File: src/hw/bopm_pkg.sv
// Shared constants and types for the byte-op / move / pointer-load decoder
// Contract
// RULE1 - 000100da ffffffff ORs accumulator, sets N Z
// RULE2 - a=0, extended, f<=5Fh uses pointer-two offset
// RULE3 - Pointer load: two words, flags untouched
// RULE4 - Literal high nibble then low byte into pointer
// RULE5 - 010100da ffffffff moves file, sets N Z
// RULE6 - d=0 to accumulator, d=1 back to file
// RULE7 - File field spans whole 256-byte bank
// RULE8 - a=0 access bank, a=1 bank select
package bopm_pkg;
    // ------------------------------------------------------------
    // Opcode prefixes
    // ------------------------------------------------------------
    localparam logic [5:0] OPC_OR_PFX = 6'h04;
    localparam logic [5:0] OPC_MOV_PFX = 6'h14;
    localparam logic [5:0] OPC_PTR1_PFX = 6'h38;
    localparam logic [7:0] OPC_PTR2_PFX = 8'hF0;
    localparam logic [1:0] PTR_SEL_MAX = 2'h2;

    // ------------------------------------------------------------
    // Addressing
    // ------------------------------------------------------------
    localparam logic [7:0] IDX_LIMIT = 8'h5F;
    localparam logic [7:0] ACCESS_SPLIT = 8'h60;
    localparam logic [3:0] ACCESS_HI_BANK = 4'hF;
    localparam logic [3:0] ACCESS_LO_BANK = 4'h0;

    // ------------------------------------------------------------
    // Register map (byte addresses) and fields
    // ------------------------------------------------------------
    localparam logic [7:0] REG_CTRL = 8'h00;
    localparam logic [7:0] REG_BANK = 8'h04;
    localparam logic [7:0] REG_ACCUM = 8'h08;
    localparam logic [7:0] REG_STATUS = 8'h0C;
    localparam logic [7:0] REG_PTR0 = 8'h10;
    localparam logic [7:0] REG_PTR1 = 8'h14;
    localparam logic [7:0] REG_PTR2 = 8'h18;
    localparam int CTRL_EXT_BIT = 0;
    localparam int STAT_Z_BIT = 0;
    localparam int STAT_N_BIT = 1;
    localparam logic CTRL_EXT_RST = 1'b0;
    localparam logic [3:0] BANK_RST = 4'h0;
    localparam logic [7:0] ACCUM_RST = 8'h00;
    localparam logic [11:0] PTR_RST = 12'h000;

    typedef enum logic [1:0] {OP_NONE, OP_OR, OP_MOV} bopm_op_t;
    typedef enum logic [1:0] {ST_IDLE, ST_EXEC, ST_PTR2} bopm_state_t;

    typedef struct packed {
        logic rd;
        logic we;
        logic [11:0] addr;
        logic [7:0] wdata;
    } bopm_mem_req_t;

    // Effective data address of a byte-oriented access
    function automatic logic [11:0] byte_addr(input logic [7:0] f, input logic a,
                                              input logic ext, input logic [3:0] bank,
                                              input logic [11:0] ptr2);
        if (a) begin
            byte_addr = {bank, f}; // RULE8 RULE7
        end else if (ext && f <= IDX_LIMIT) begin
            byte_addr = 12'(ptr2 + {4'h0, f}); // RULE2
        end else if (f >= ACCESS_SPLIT) begin
            byte_addr = {ACCESS_HI_BANK, f}; // RULE8
        end else begin
            byte_addr = {ACCESS_LO_BANK, f}; // RULE8
        end
    endfunction
endpackage
File: src/hw/bopm_core.sv
// Decode and execute of OR-with-file, move-file and pointer-load instructions
//
// Our own choices: the Wishbone slave port and the register addresses.
`timescale 1ns/100ps
module bopm_core #(
    parameter int WB_ADR_W = 8
) (
    input wire logic i_clk,
    input wire logic i_nrst,
    input wire logic i_wb_cyc,
    input wire logic i_wb_stb,
    input wire logic i_wb_we,
    input wire logic [WB_ADR_W-1:0] i_wb_adr,
    input wire logic [3:0] i_wb_sel,
    input wire logic [31:0] i_wb_dat,
    output logic [31:0] o_wb_dat,
    output logic o_wb_ack,
    input wire logic i_instr_valid,
    input wire logic [15:0] i_instr,
    output logic o_instr_ready,
    output bopm_pkg::bopm_mem_req_t o_mem_req,
    input wire logic [7:0] i_mem_rdata,
    output logic [7:0] o_accum,
    output logic o_flag_n,
    output logic o_flag_z
);
    import bopm_pkg::*;

    // ------------------------------------------------------------
    // State
    // ------------------------------------------------------------
    bopm_state_t st_q, st_d;
    bopm_op_t op_q, op_d;
    logic dst_q, dst_d;
    logic [1:0] sel_q, sel_d;
    logic [7:0] w_q, w_d;
    logic n_q, n_d, z_q, z_d;
    logic [11:0] ptr_q [3];
    logic [11:0] ptr_d [3];
    bopm_mem_req_t mem_q, mem_d;
    logic ext_q, ext_d;
    logic [3:0] bank_q, bank_d;
    logic ack_q, ack_d;
    logic [31:0] rdat_q, rdat_d;

    logic accept, wb_req, wb_wr, is_or, is_mov, is_ptr1, is_ptr2;
    logic [7:0] result;
    logic [7:0] adr8;

    assign o_instr_ready = (st_q == ST_IDLE) || (st_q == ST_PTR2);
    assign accept = i_instr_valid && o_instr_ready;
    assign is_or = i_instr[15:10] == OPC_OR_PFX; // RULE1
    assign is_mov = i_instr[15:10] == OPC_MOV_PFX; // RULE5
    assign is_ptr1 = i_instr[15:10] == OPC_PTR1_PFX; // RULE3
    assign is_ptr2 = i_instr[15:8] == OPC_PTR2_PFX; // RULE3
    assign result = (op_q == OP_OR) ? (w_q | i_mem_rdata) : i_mem_rdata; // RULE1 RULE5
    assign wb_req = i_wb_cyc && i_wb_stb;
    // Writes land on the edge where ack is seen high
    assign wb_wr = wb_req && i_wb_we && ack_q && i_wb_sel[0];
    assign adr8 = 8'(i_wb_adr);

    // ------------------------------------------------------------
    // Instruction sequencing
    // ------------------------------------------------------------
    always_comb begin
        st_d = st_q;
        op_d = op_q;
        dst_d = dst_q;
        sel_d = sel_q;
        n_d = n_q;
        z_d = z_q;
        ptr_d = ptr_q;
        mem_d = '0;
        w_d = w_q;
        // Software write loses to a concurrent instruction result
        if (wb_wr && adr8 == REG_ACCUM) begin
            w_d = i_wb_dat[7:0];
        end
        case (st_q)
            ST_IDLE: begin
                if (accept && (is_or || is_mov)) begin
                    op_d = is_or ? OP_OR : OP_MOV;
                    dst_d = i_instr[9];
                    mem_d.rd = 1'b1;
                    mem_d.addr = byte_addr(i_instr[7:0], i_instr[8], ext_q, bank_q, ptr_q[2]);
                    st_d = ST_EXEC;
                end else if (accept && is_ptr1) begin
                    sel_d = i_instr[5:4];
                    if (i_instr[5:4] <= PTR_SEL_MAX) begin
                        ptr_d[i_instr[5:4]][11:8] = i_instr[3:0]; // RULE4
                    end
                    st_d = ST_PTR2;
                end
            end
            ST_EXEC: begin
                n_d = result[7]; // RULE1 RULE5
                z_d = result == 8'h00; // RULE1 RULE5
                if (dst_q) begin
                    mem_d.we = 1'b1; // RULE6
                    mem_d.addr = mem_q.addr;
                    mem_d.wdata = result;
                end else begin
                    w_d = result; // RULE6
                end
                st_d = ST_IDLE;
            end
            ST_PTR2: begin
                // A foreign second word is swallowed; flags never move here
                if (accept) begin
                    if (is_ptr2 && sel_q <= PTR_SEL_MAX) begin
                        ptr_d[sel_q][7:0] = i_instr[7:0]; // RULE4 RULE3
                    end
                    st_d = ST_IDLE;
                end
            end
            default: begin
                st_d = ST_IDLE;
            end
        endcase
    end

    always_ff @(posedge i_clk or negedge i_nrst) begin
        if (!i_nrst) begin
            st_q <= ST_IDLE;
            op_q <= OP_NONE;
            dst_q <= 1'b0;
            sel_q <= 2'h0;
            w_q <= ACCUM_RST;
            n_q <= 1'b0;
            z_q <= 1'b0;
            mem_q <= '0;
            for (int i = 0; i < 3; i++) begin
                ptr_q[i] <= PTR_RST;
            end
        end else begin
            st_q <= st_d;
            op_q <= op_d;
            dst_q <= dst_d;
            sel_q <= sel_d;
            w_q <= w_d;
            n_q <= n_d;
            z_q <= z_d;
            mem_q <= mem_d;
            ptr_q <= ptr_d;
        end
    end

    // ------------------------------------------------------------
    // Wishbone register slave
    // ------------------------------------------------------------
    always_comb begin
        ack_d = wb_req && !ack_q;
        rdat_d = 32'h0000_0000;
        ext_d = ext_q;
        bank_d = bank_q;
        if (wb_req && !ack_q) begin
            case (adr8)
                REG_CTRL: rdat_d[CTRL_EXT_BIT] = ext_q;
                REG_BANK: rdat_d[3:0] = bank_q;
                REG_ACCUM: rdat_d[7:0] = w_q;
                REG_STATUS: begin
                    rdat_d[STAT_Z_BIT] = z_q;
                    rdat_d[STAT_N_BIT] = n_q;
                end
                REG_PTR0: rdat_d[11:0] = ptr_q[0];
                REG_PTR1: rdat_d[11:0] = ptr_q[1];
                REG_PTR2: rdat_d[11:0] = ptr_q[2];
                default: rdat_d = 32'h0000_0000;
            endcase
        end
        if (wb_wr && adr8 == REG_CTRL) begin
            ext_d = i_wb_dat[CTRL_EXT_BIT];
        end
        if (wb_wr && adr8 == REG_BANK) begin
            bank_d = i_wb_dat[3:0];
        end
    end

    always_ff @(posedge i_clk or negedge i_nrst) begin
        if (!i_nrst) begin
            ack_q <= 1'b0;
            rdat_q <= 32'h0000_0000;
            ext_q <= CTRL_EXT_RST;
            bank_q <= BANK_RST;
        end else begin
            ack_q <= ack_d;
            rdat_q <= rdat_d;
            ext_q <= ext_d;
            bank_q <= bank_d;
        end
    end

    assign o_wb_ack = ack_q;
    assign o_wb_dat = rdat_q;
    assign o_mem_req = mem_q;
    assign o_accum = w_q;
    assign o_flag_n = n_q;
    assign o_flag_z = z_q;

    // ------------------------------------------------------------
    // Checks
    // ------------------------------------------------------------
    logic acc_byte, acc_ptr1, acc_ptr2;
    logic [11:0] ptr_sel_val;
    assign acc_byte = accept && st_q == ST_IDLE && (is_or || is_mov);
    assign acc_ptr1 = accept && st_q == ST_IDLE && is_ptr1 && !is_or && !is_mov;
    assign acc_ptr2 = accept && st_q == ST_PTR2 && is_ptr2;
    assign ptr_sel_val = (sel_q <= PTR_SEL_MAX) ? ptr_q[sel_q] : 12'h000;
endmodule

File: config.mk
export PLATFORM = sky130hd
export DESIGN_NAME = bopm_core
export DESIGN_NICKNAME = d
export VERILOG_FILES = /design/src/hw/bopm_pkg.sv /design/src/hw/bopm_core.sv
export SDC_FILE = /design/constraint.sdc
export NUM_CORES = 1
export LEC_CHECK = 0
export ABC_AREA = 1
export BUFFER_PORTS_ARGS = -buffer_cell sky130_fd_sc_hd__buf_2
export CORE_UTILIZATION = 40
export DETAILED_ROUTE_END_ITERATION = 8
export SYNTH_ARGS = -nofsm -noshare
export SYNTH_HDL_FRONTEND = slang
export SYNTH_SLANG_ARGS = --single-unit
File: constraint.sdc
create_clock -name i_clk -period 4.6 [get_ports i_clk]
set_input_delay 0.92 -clock i_clk [delete_from_list [all_inputs] [get_ports i_clk]]
set_output_delay 0.92 -clock i_clk [all_outputs]
set_load 0.05 [all_outputs]
==> impl_results.md, run 1 <==
- Outcome: completed
- Synth Cell Area: 5090 µm²
- FF+latch area: 2330 µm²
- Worst VDD drop: 0.177 mV
- Final Hold Fails: 0
- Leading cell types in the layout, fill and taps excluded: nand2_1 (219), dfrtp_1 (93), buf_2 (91)
- Unique masters post-synth: 34
- Static Leak: 3.19 nW
- Antenna fix cells: 0
- First-pass DRT Iterations: 5
- Dpl hpwl: 10400 µm
- Worst-Skew Late Latency: 0.34 ns
- Clock Root Buffer: clkbuf_16
- Average routed wire per standard cell: 14.8 µm
- Fin crit period: 2.49 ns
- Seq/Total Area, Yosys: 45.8%
- Die width: 115 µm
- Syn. warnings: 0
- Syn avg cell area: 7.59 µm²
- Final critical-path setup slack: 2.11 ns
- Synth Area in Simple Gates: 29.6%
- Vias in the first global route: 4395
- Slew HR: 26.9%
- Top post-synthesis cells by area: dfrtp_1 (46%), nand2_1 (16%), inv_1 (5.7%)
- Initial core utilization: 41.6%
- Post CTS Setup Buffer Count: 0
- RSZ-0062 raised after global routing: false
- Worst-margin pin slew: 1.09 ns
- Initial drt markers: 330
- Cell taking the most area after synthesis: dfrtp_1
- Crit path kind: input port to flop
- Final Cycle Share: 54.0%
- Synth Area in Adders: 2.36%
- Dpl cell area: 5620 µm²
- First-pass GRT wire length: 21900 µm
- Post-synth EDFFs: 0
- Synth Register Bits: 93
- Remaining antenna violation count: 0
- Vias: 4614
- H-tree levels: 3
- CP Data Required Time: 4.80 ns
- Clk pin slew, worst setup/hold paths: 0.06 ns
- Pwr dens: 324 nW/µm²
- Max-cap violations: 0
- Avg Vias per Cell: 4.94
- Post-Place Worst Slack: 1.75 ns
- Die Y: 115 µm
- Post-CTS sizing: 0
- Fin util: 48.6%
- Io pins: 140
- CTS max path bufs: 2
- CTS Sinks: 93
- Hold WC Path Type: flop to flop
- Mapped Cells: 670
- Largest net degree at the start of global routing: 71
- Post-Route WL: 13800 µm
- Share of cells above drive strength 1: 18.7%
- Multi-input gate area: 2310 µm²
- Dpl cells: 918
- Setup Viol. Count Final: 0
- Final Non-Filler Cells: 934
- Setup crit end kind: flop
- Worst setup SP type: input port
- Core area: 12200 µm²
- GRT Total Usage: 22.0%
- Net Sw Power: 548 µW
- Hold_buf cts: 0
- FP Rows: 40
- Synth Area in XOR/XNOR: 0.517%
- Ys flop type: dfrtp_1
- DRC Markers: 0
- Synth-to-layout area growth: 16.7%
- NumNets Final: 844
- Total CTS buffers: 9
- Post-synth top area share: 45.8%
- Layout filler cell count: 1277
- Overall Power: 1.92 mW
- Sum of negative setup slack: 0 ns
- Clock share of power: 41.4%
- Worst-path maximum fanout: 16
- Die ar.: 13200 µm²
- Mux cell area share after synthesis: 0.197%
- Slew Limit Fails: 0
- Maximum clock rate: 0.402 GHz
- Port-buffer cells: 92
- Sw Share: 28.5%
- Ys async rst share: 100%
- WP data arrival: 2.69 ns
- Compound-cell area share of the yosys netlist: 11.2%
- P_int: 1.38 mW
- CTS tree: built
- Gpl congestion: 0.918
- Logic gate share of total power: 13.3%
- Initial antenna violation count: 0
- Most common cell after layout, fill and taps aside: nand2_1
- Total congestion overflow: 0
- Reg power frac: 45.3%
- Layout Skew: 0.00555 ns
- Fin Hold WS: 0.477 ns
- Main combinational cell family by area after synthesis: simple AND/OR/NAND/NOR gates
- Post-route cell area: 5930 µm²
cells by family (layout without fill, tap and decap cells):
logic type      after synthesis  count (layout)
simple gates                356             356
buf+inv                     112             189
compound gates               95              95
flops                        93              93
fa+ha+maj                     9               9
xor+xnor                      3               3
other cells                   1              20
mux                           1               1
cells in the mapped netlist, drive strengths merged, types with 2 or more instances:
| library cell | n |
|---|---|
| xor2 | 3 |
| o21bai | 4 |
| dfrtp | 93 |
| inv | 79 |
| o22ai | 3 |
| nor3 | 7 |
| nand4 | 11 |
| ha | 8 |
| o21ai | 57 |
| nor2 | 62 |
| a21oi | 27 |
| o211ai | 2 |
| nand2 | 219 |
| nor4 | 2 |
| buf | 32 |
| nand3 | 53 |
power groups by stage:
stage / registers, mW / logic, mW / clock network (mW)
after detailed placement: 0.887 / 0.257 / 0
after floorplan: 0.936 / 0.125 / 0
after global routing: 0.874 / 0.278 / 0.837
final: 0.872 / 0.256 / 0.796
after CTS: 0.871 / 0.258 / 0.810
after global placement: 0.886 / 0.254 / 0
flip-flops by register name, indices dropped and copies added (netlist names):
name	flops
dst_q	1
o_wb_ack	1
o_accum	8
ptr_q	36
ext_q	1
bank_q	4
o_flag_n	1
sel_q	2
o_wb_dat	12
o_flag_z	1
o_mem_req	22
op_q	2
st_q	2
final timing paths:
check                      depth (start not counted)  slack, ns       start           to
max                                                7       2.11  i_instr[8]    ptr_q[24]
min                                                2       0.48   ptr_q[22]    ptr_q[22]
max reg2reg                                        5       2.26     st_q[1]    ptr_q[24]
min reg2reg                                        2       0.48   ptr_q[22]    ptr_q[22]
max in group asynchronous                          2       3.01      i_nrst      op_q[1]
min in group asynchronous                          1       0.69      i_nrst  o_wb_dat[2]
final cells by class:
type	instances	share of cell area, %
inverters	79	5.00
flip-flops and latches	93	39.2
well taps	168	3.54
repair buffers	94	8.05
clock inverters	7	1.50
multi-input cells	484	38.9
clock buffers	9	3.80
per-layer routing:
metal | wire length (µm) | GRT usage, % | vias to the layer above
li1 | - | - | 2281
met1 | 6110 | 27.6 | 2166
met2 | 6750 | 38.7 | 149
met3 | 719 | 3.27 | 18
met4 | 244 | 8.05 | 0
met5 | 0 | 0 | -
worst max-delay path, cell delays in order:
cell,delay (ns)
buf_2,0.14
nor2_1,0.20
nand4_1,0.14
a21oi_2,0.26
nand4_1,0.66
nand2_1,0.28
o21ai_2,0.08
Note: power is estimated with default switching activity, not from simulation.
==> inputs of run 2 (changes only) <==
Clock period 4.6 ns to 2.6 ns, I/O delays scaled along.
==> run 2 against run 1 <==
- sequential share of layout area fell by 0.35 points
- register-to-register slack worse by 1.6 ns
- critical path depth up 4
- largest power group unchanged
==> impl_results.md, run 2 (synthesized netlist as in run 1, its figures left out) <==
- Outcome: completed (unchanged)
- Sum of negative setup slack: 0 ns (unchanged)
- FF+latch area: 2330 µm² (unchanged)
- CTS max path bufs: 2 (unchanged)
- Clock Root Buffer: clkbuf_16 (unchanged)
- Hold WC Path Type: input port to async pin (was flop to flop)
- Final Hold Fails: 0 (unchanged)
- Slew Limit Fails: 0 (unchanged)
- First-pass DRT Iterations: 5 (unchanged)
- Initial drt markers: 405 (was 330)
- Cell repeated most along the worst path: nand2_1 (was nand4_1)
- Post-CTS sizing: 0 (unchanged)
- CTS tree: built (unchanged)
- Clk pin slew, worst setup/hold paths: 0.06 ns (about the same)
- Final Cycle Share: 78.1%
- Worst-margin pin slew: 0.495 ns (was 1.09 ns)
- Most common cell after layout, fill and taps aside: nand2_1 (unchanged)
- Setup crit end kind: flop (unchanged)
- Max-cap violations: 0 (unchanged)
- RSZ-0062 raised after global routing: false (unchanged)
- Leading cell types in the layout, fill and taps excluded: nand2_1 (219), dfrtp_1 (93), buf_2 (91) (unchanged)
- Post-Route WL: 13600 µm (was 13800 µm)
- Io pins: 140 (unchanged)
- Vias in the first global route: 4253 (was 4395)
- Most flops, register: ptr_q (unchanged)
- Largest net degree at the start of global routing: 68 (was 71)
- GRT Total Usage: 21.6% (was 22.0%)
- Worst setup SP type: input port (unchanged)
- Layout Skew: 0.00572 ns (was 0.00555 ns)
- Synth-to-layout area growth: 17.7% (was 16.7%)
- Pwr dens: 550 nW/µm² (was 324 nW/µm²)
- NumNets Final: 853 (was 844)
- Antenna fix cells: 0 (unchanged)
- Worst path cell trace: buf_2 > ha_1 > inv_1 > fa_1 > nand3b_1 > nor2_1 > nand2_1 > nand4_1 > nand3_1 > nand2_1 > nand2_1 (was buf_2 > nor2_1 > nand4_1 > a21oi_2 > nand4_1 > nand2_1 > o21ai_2)
- Vias: 4587 (was 4614)
- Setup Viol. Count Final: 0 (unchanged)
- Initial antenna violation count: 0 (unchanged)
- Static Leak: 3.22 nW (was 3.19 nW)
- Worst-path maximum fanout: 8 (was 16)
- Slowest cell on the critical path: fa_1 (was nand4_1)
- First-pass GRT wire length: 21300 µm (was 21900 µm)
- Maximum clock rate: 0.492 GHz
- Average routed wire per standard cell: 14.4 µm (was 14.8 µm)
- Total CTS buffers: 9 (unchanged)
- Worst VDD drop: 0.266 mV (was 0.177 mV)
- CTS Sinks: 93 (unchanged)
- Slew HR: 66.9% (was 26.9%)
- Initial core utilization: 41.6% (unchanged)
- Share of cells above drive strength 1: 19.0% (was 18.7%)
- Die Y: 115 µm (unchanged)
- Post CTS Setup Buffer Count: 0 (unchanged)
- Total congestion overflow: 0 (unchanged)
- Crit path kind: input port to flop (unchanged)
- Overall Power: 3.30 mW (was 1.92 mW)
- Hold_buf cts: 0 (unchanged)
- Gpl congestion: 0.941 (was 0.918)
- WP data arrival: 2.26 ns (was 2.69 ns)
- Dpl hpwl: 10300 µm (was 10400 µm)
- Critical Path Max Stage Delay: 0.39 ns (was 0.66 ns)
- Avg Vias per Cell: 4.86 (was 4.94)
- Port-buffer cells: 92 (unchanged)
- Core area: 12200 µm² (unchanged)
- CP Data Required Time: 2.83 ns (was 4.80 ns)
- H-tree levels: 3 (unchanged)
- FP Rows: 40 (unchanged)
- Die width: 115 µm (unchanged)
- DRC Markers: 0 (unchanged)
- Max reg flops: 36 (unchanged)
- Layout filler cell count: 1246 (was 1277)
- Remaining antenna violation count: 0 (unchanged)
- Die ar.: 13200 µm² (unchanged)
- Worst-Skew Late Latency: 0.34 ns (about the same)
- Multi-input gate area: 2310 µm² (unchanged)
- Fin crit period: 2.03 ns
==> run 2: cell count changes in the layout (fill, tap and decap cells not counted), sizes merged <==
| cell | previous run | this run |
|---|---|---|
| clkbuf | 9 | 15 |
| buf | 94 | 103 |
| inv | 80 | 79 |
| clkinv | 4 | 0 |
| bufinv | 2 | 1 |
==> run 2: routing by layer <==
metal	up-vias	GRT usage, %	wire [µm]
met4	0	9.87	413
met2	150	35.7	6290
met3	27	3.80	684
li1	2304	-	-
met5	-	0	0
met1	2106	27.8	6210
==> run 2: power breakdown <==
part           internal (mW)  switching, mW  total, mW
sequential              1.50         0.0471       1.54
clock                  0.774          0.524       1.30
combinational          0.102          0.352      0.454
total                   2.37          0.923       3.30
==> run 2: stage by stage <==
| step | util, % | area, µm² | setup WS (ns) | std cells | hold WS, ns |
|---|---|---|---|---|---|
| floorplan | - | 5160 | 0.728 | 689 | 0.224 |
| global placement | 46.7 | 5700 | 0.255 | 927 | 0.456 |
| detailed placement | 46.7 | 5700 | 0.237 | 927 | 0.458 |
| CTS | 49.0 | 5990 | 0.580 | 943 | 0.0960 |
| global route | 49.0 | 5990 | 0.426 | 943 | 0.114 |
| finish | 49.0 | 5990 | 0.568 | 943 | 0.0946 |
==> run 2: cell type report <==
cell class,instances,area share [%]
Inverter,79,4.95
Timing Repair Buffer,103,9.32
Sequential cell,93,38.9
Tap cell,168,3.51
Clock inverter,1,0.501
Multi-Input combinational cell,484,38.5
Clock buffer,15,4.30
==> run 2: worst max-delay path, delay by kind of cell <==
kind	cells	cell delay, ns
and+or+nand+nor	7	0.78
adders and majority gates	2	0.66
buffers and inverters	2	0.30
==> run 2: path summary, 6_finish.rpt <==
path | depth (start not counted) | slack (ns) | end | from
worst max-delay path | 11 | 0.57 | o_mem_req[18] | i_instr[0]
worst min-delay path | 1 | 0.09 | o_wb_dat[5] | i_nrst
worst max register to register | 10 | 0.65 | o_mem_req[18] | ptr_q[0]
worst min register to register | 2 | 0.48 | ptr_q[22] | ptr_q[22]
max in group asynchronous | 2 | 1.83 | o_mem_req[13] | i_nrst
min in group i_clk | 3 | 0.42 | dst_q | i_instr[9]
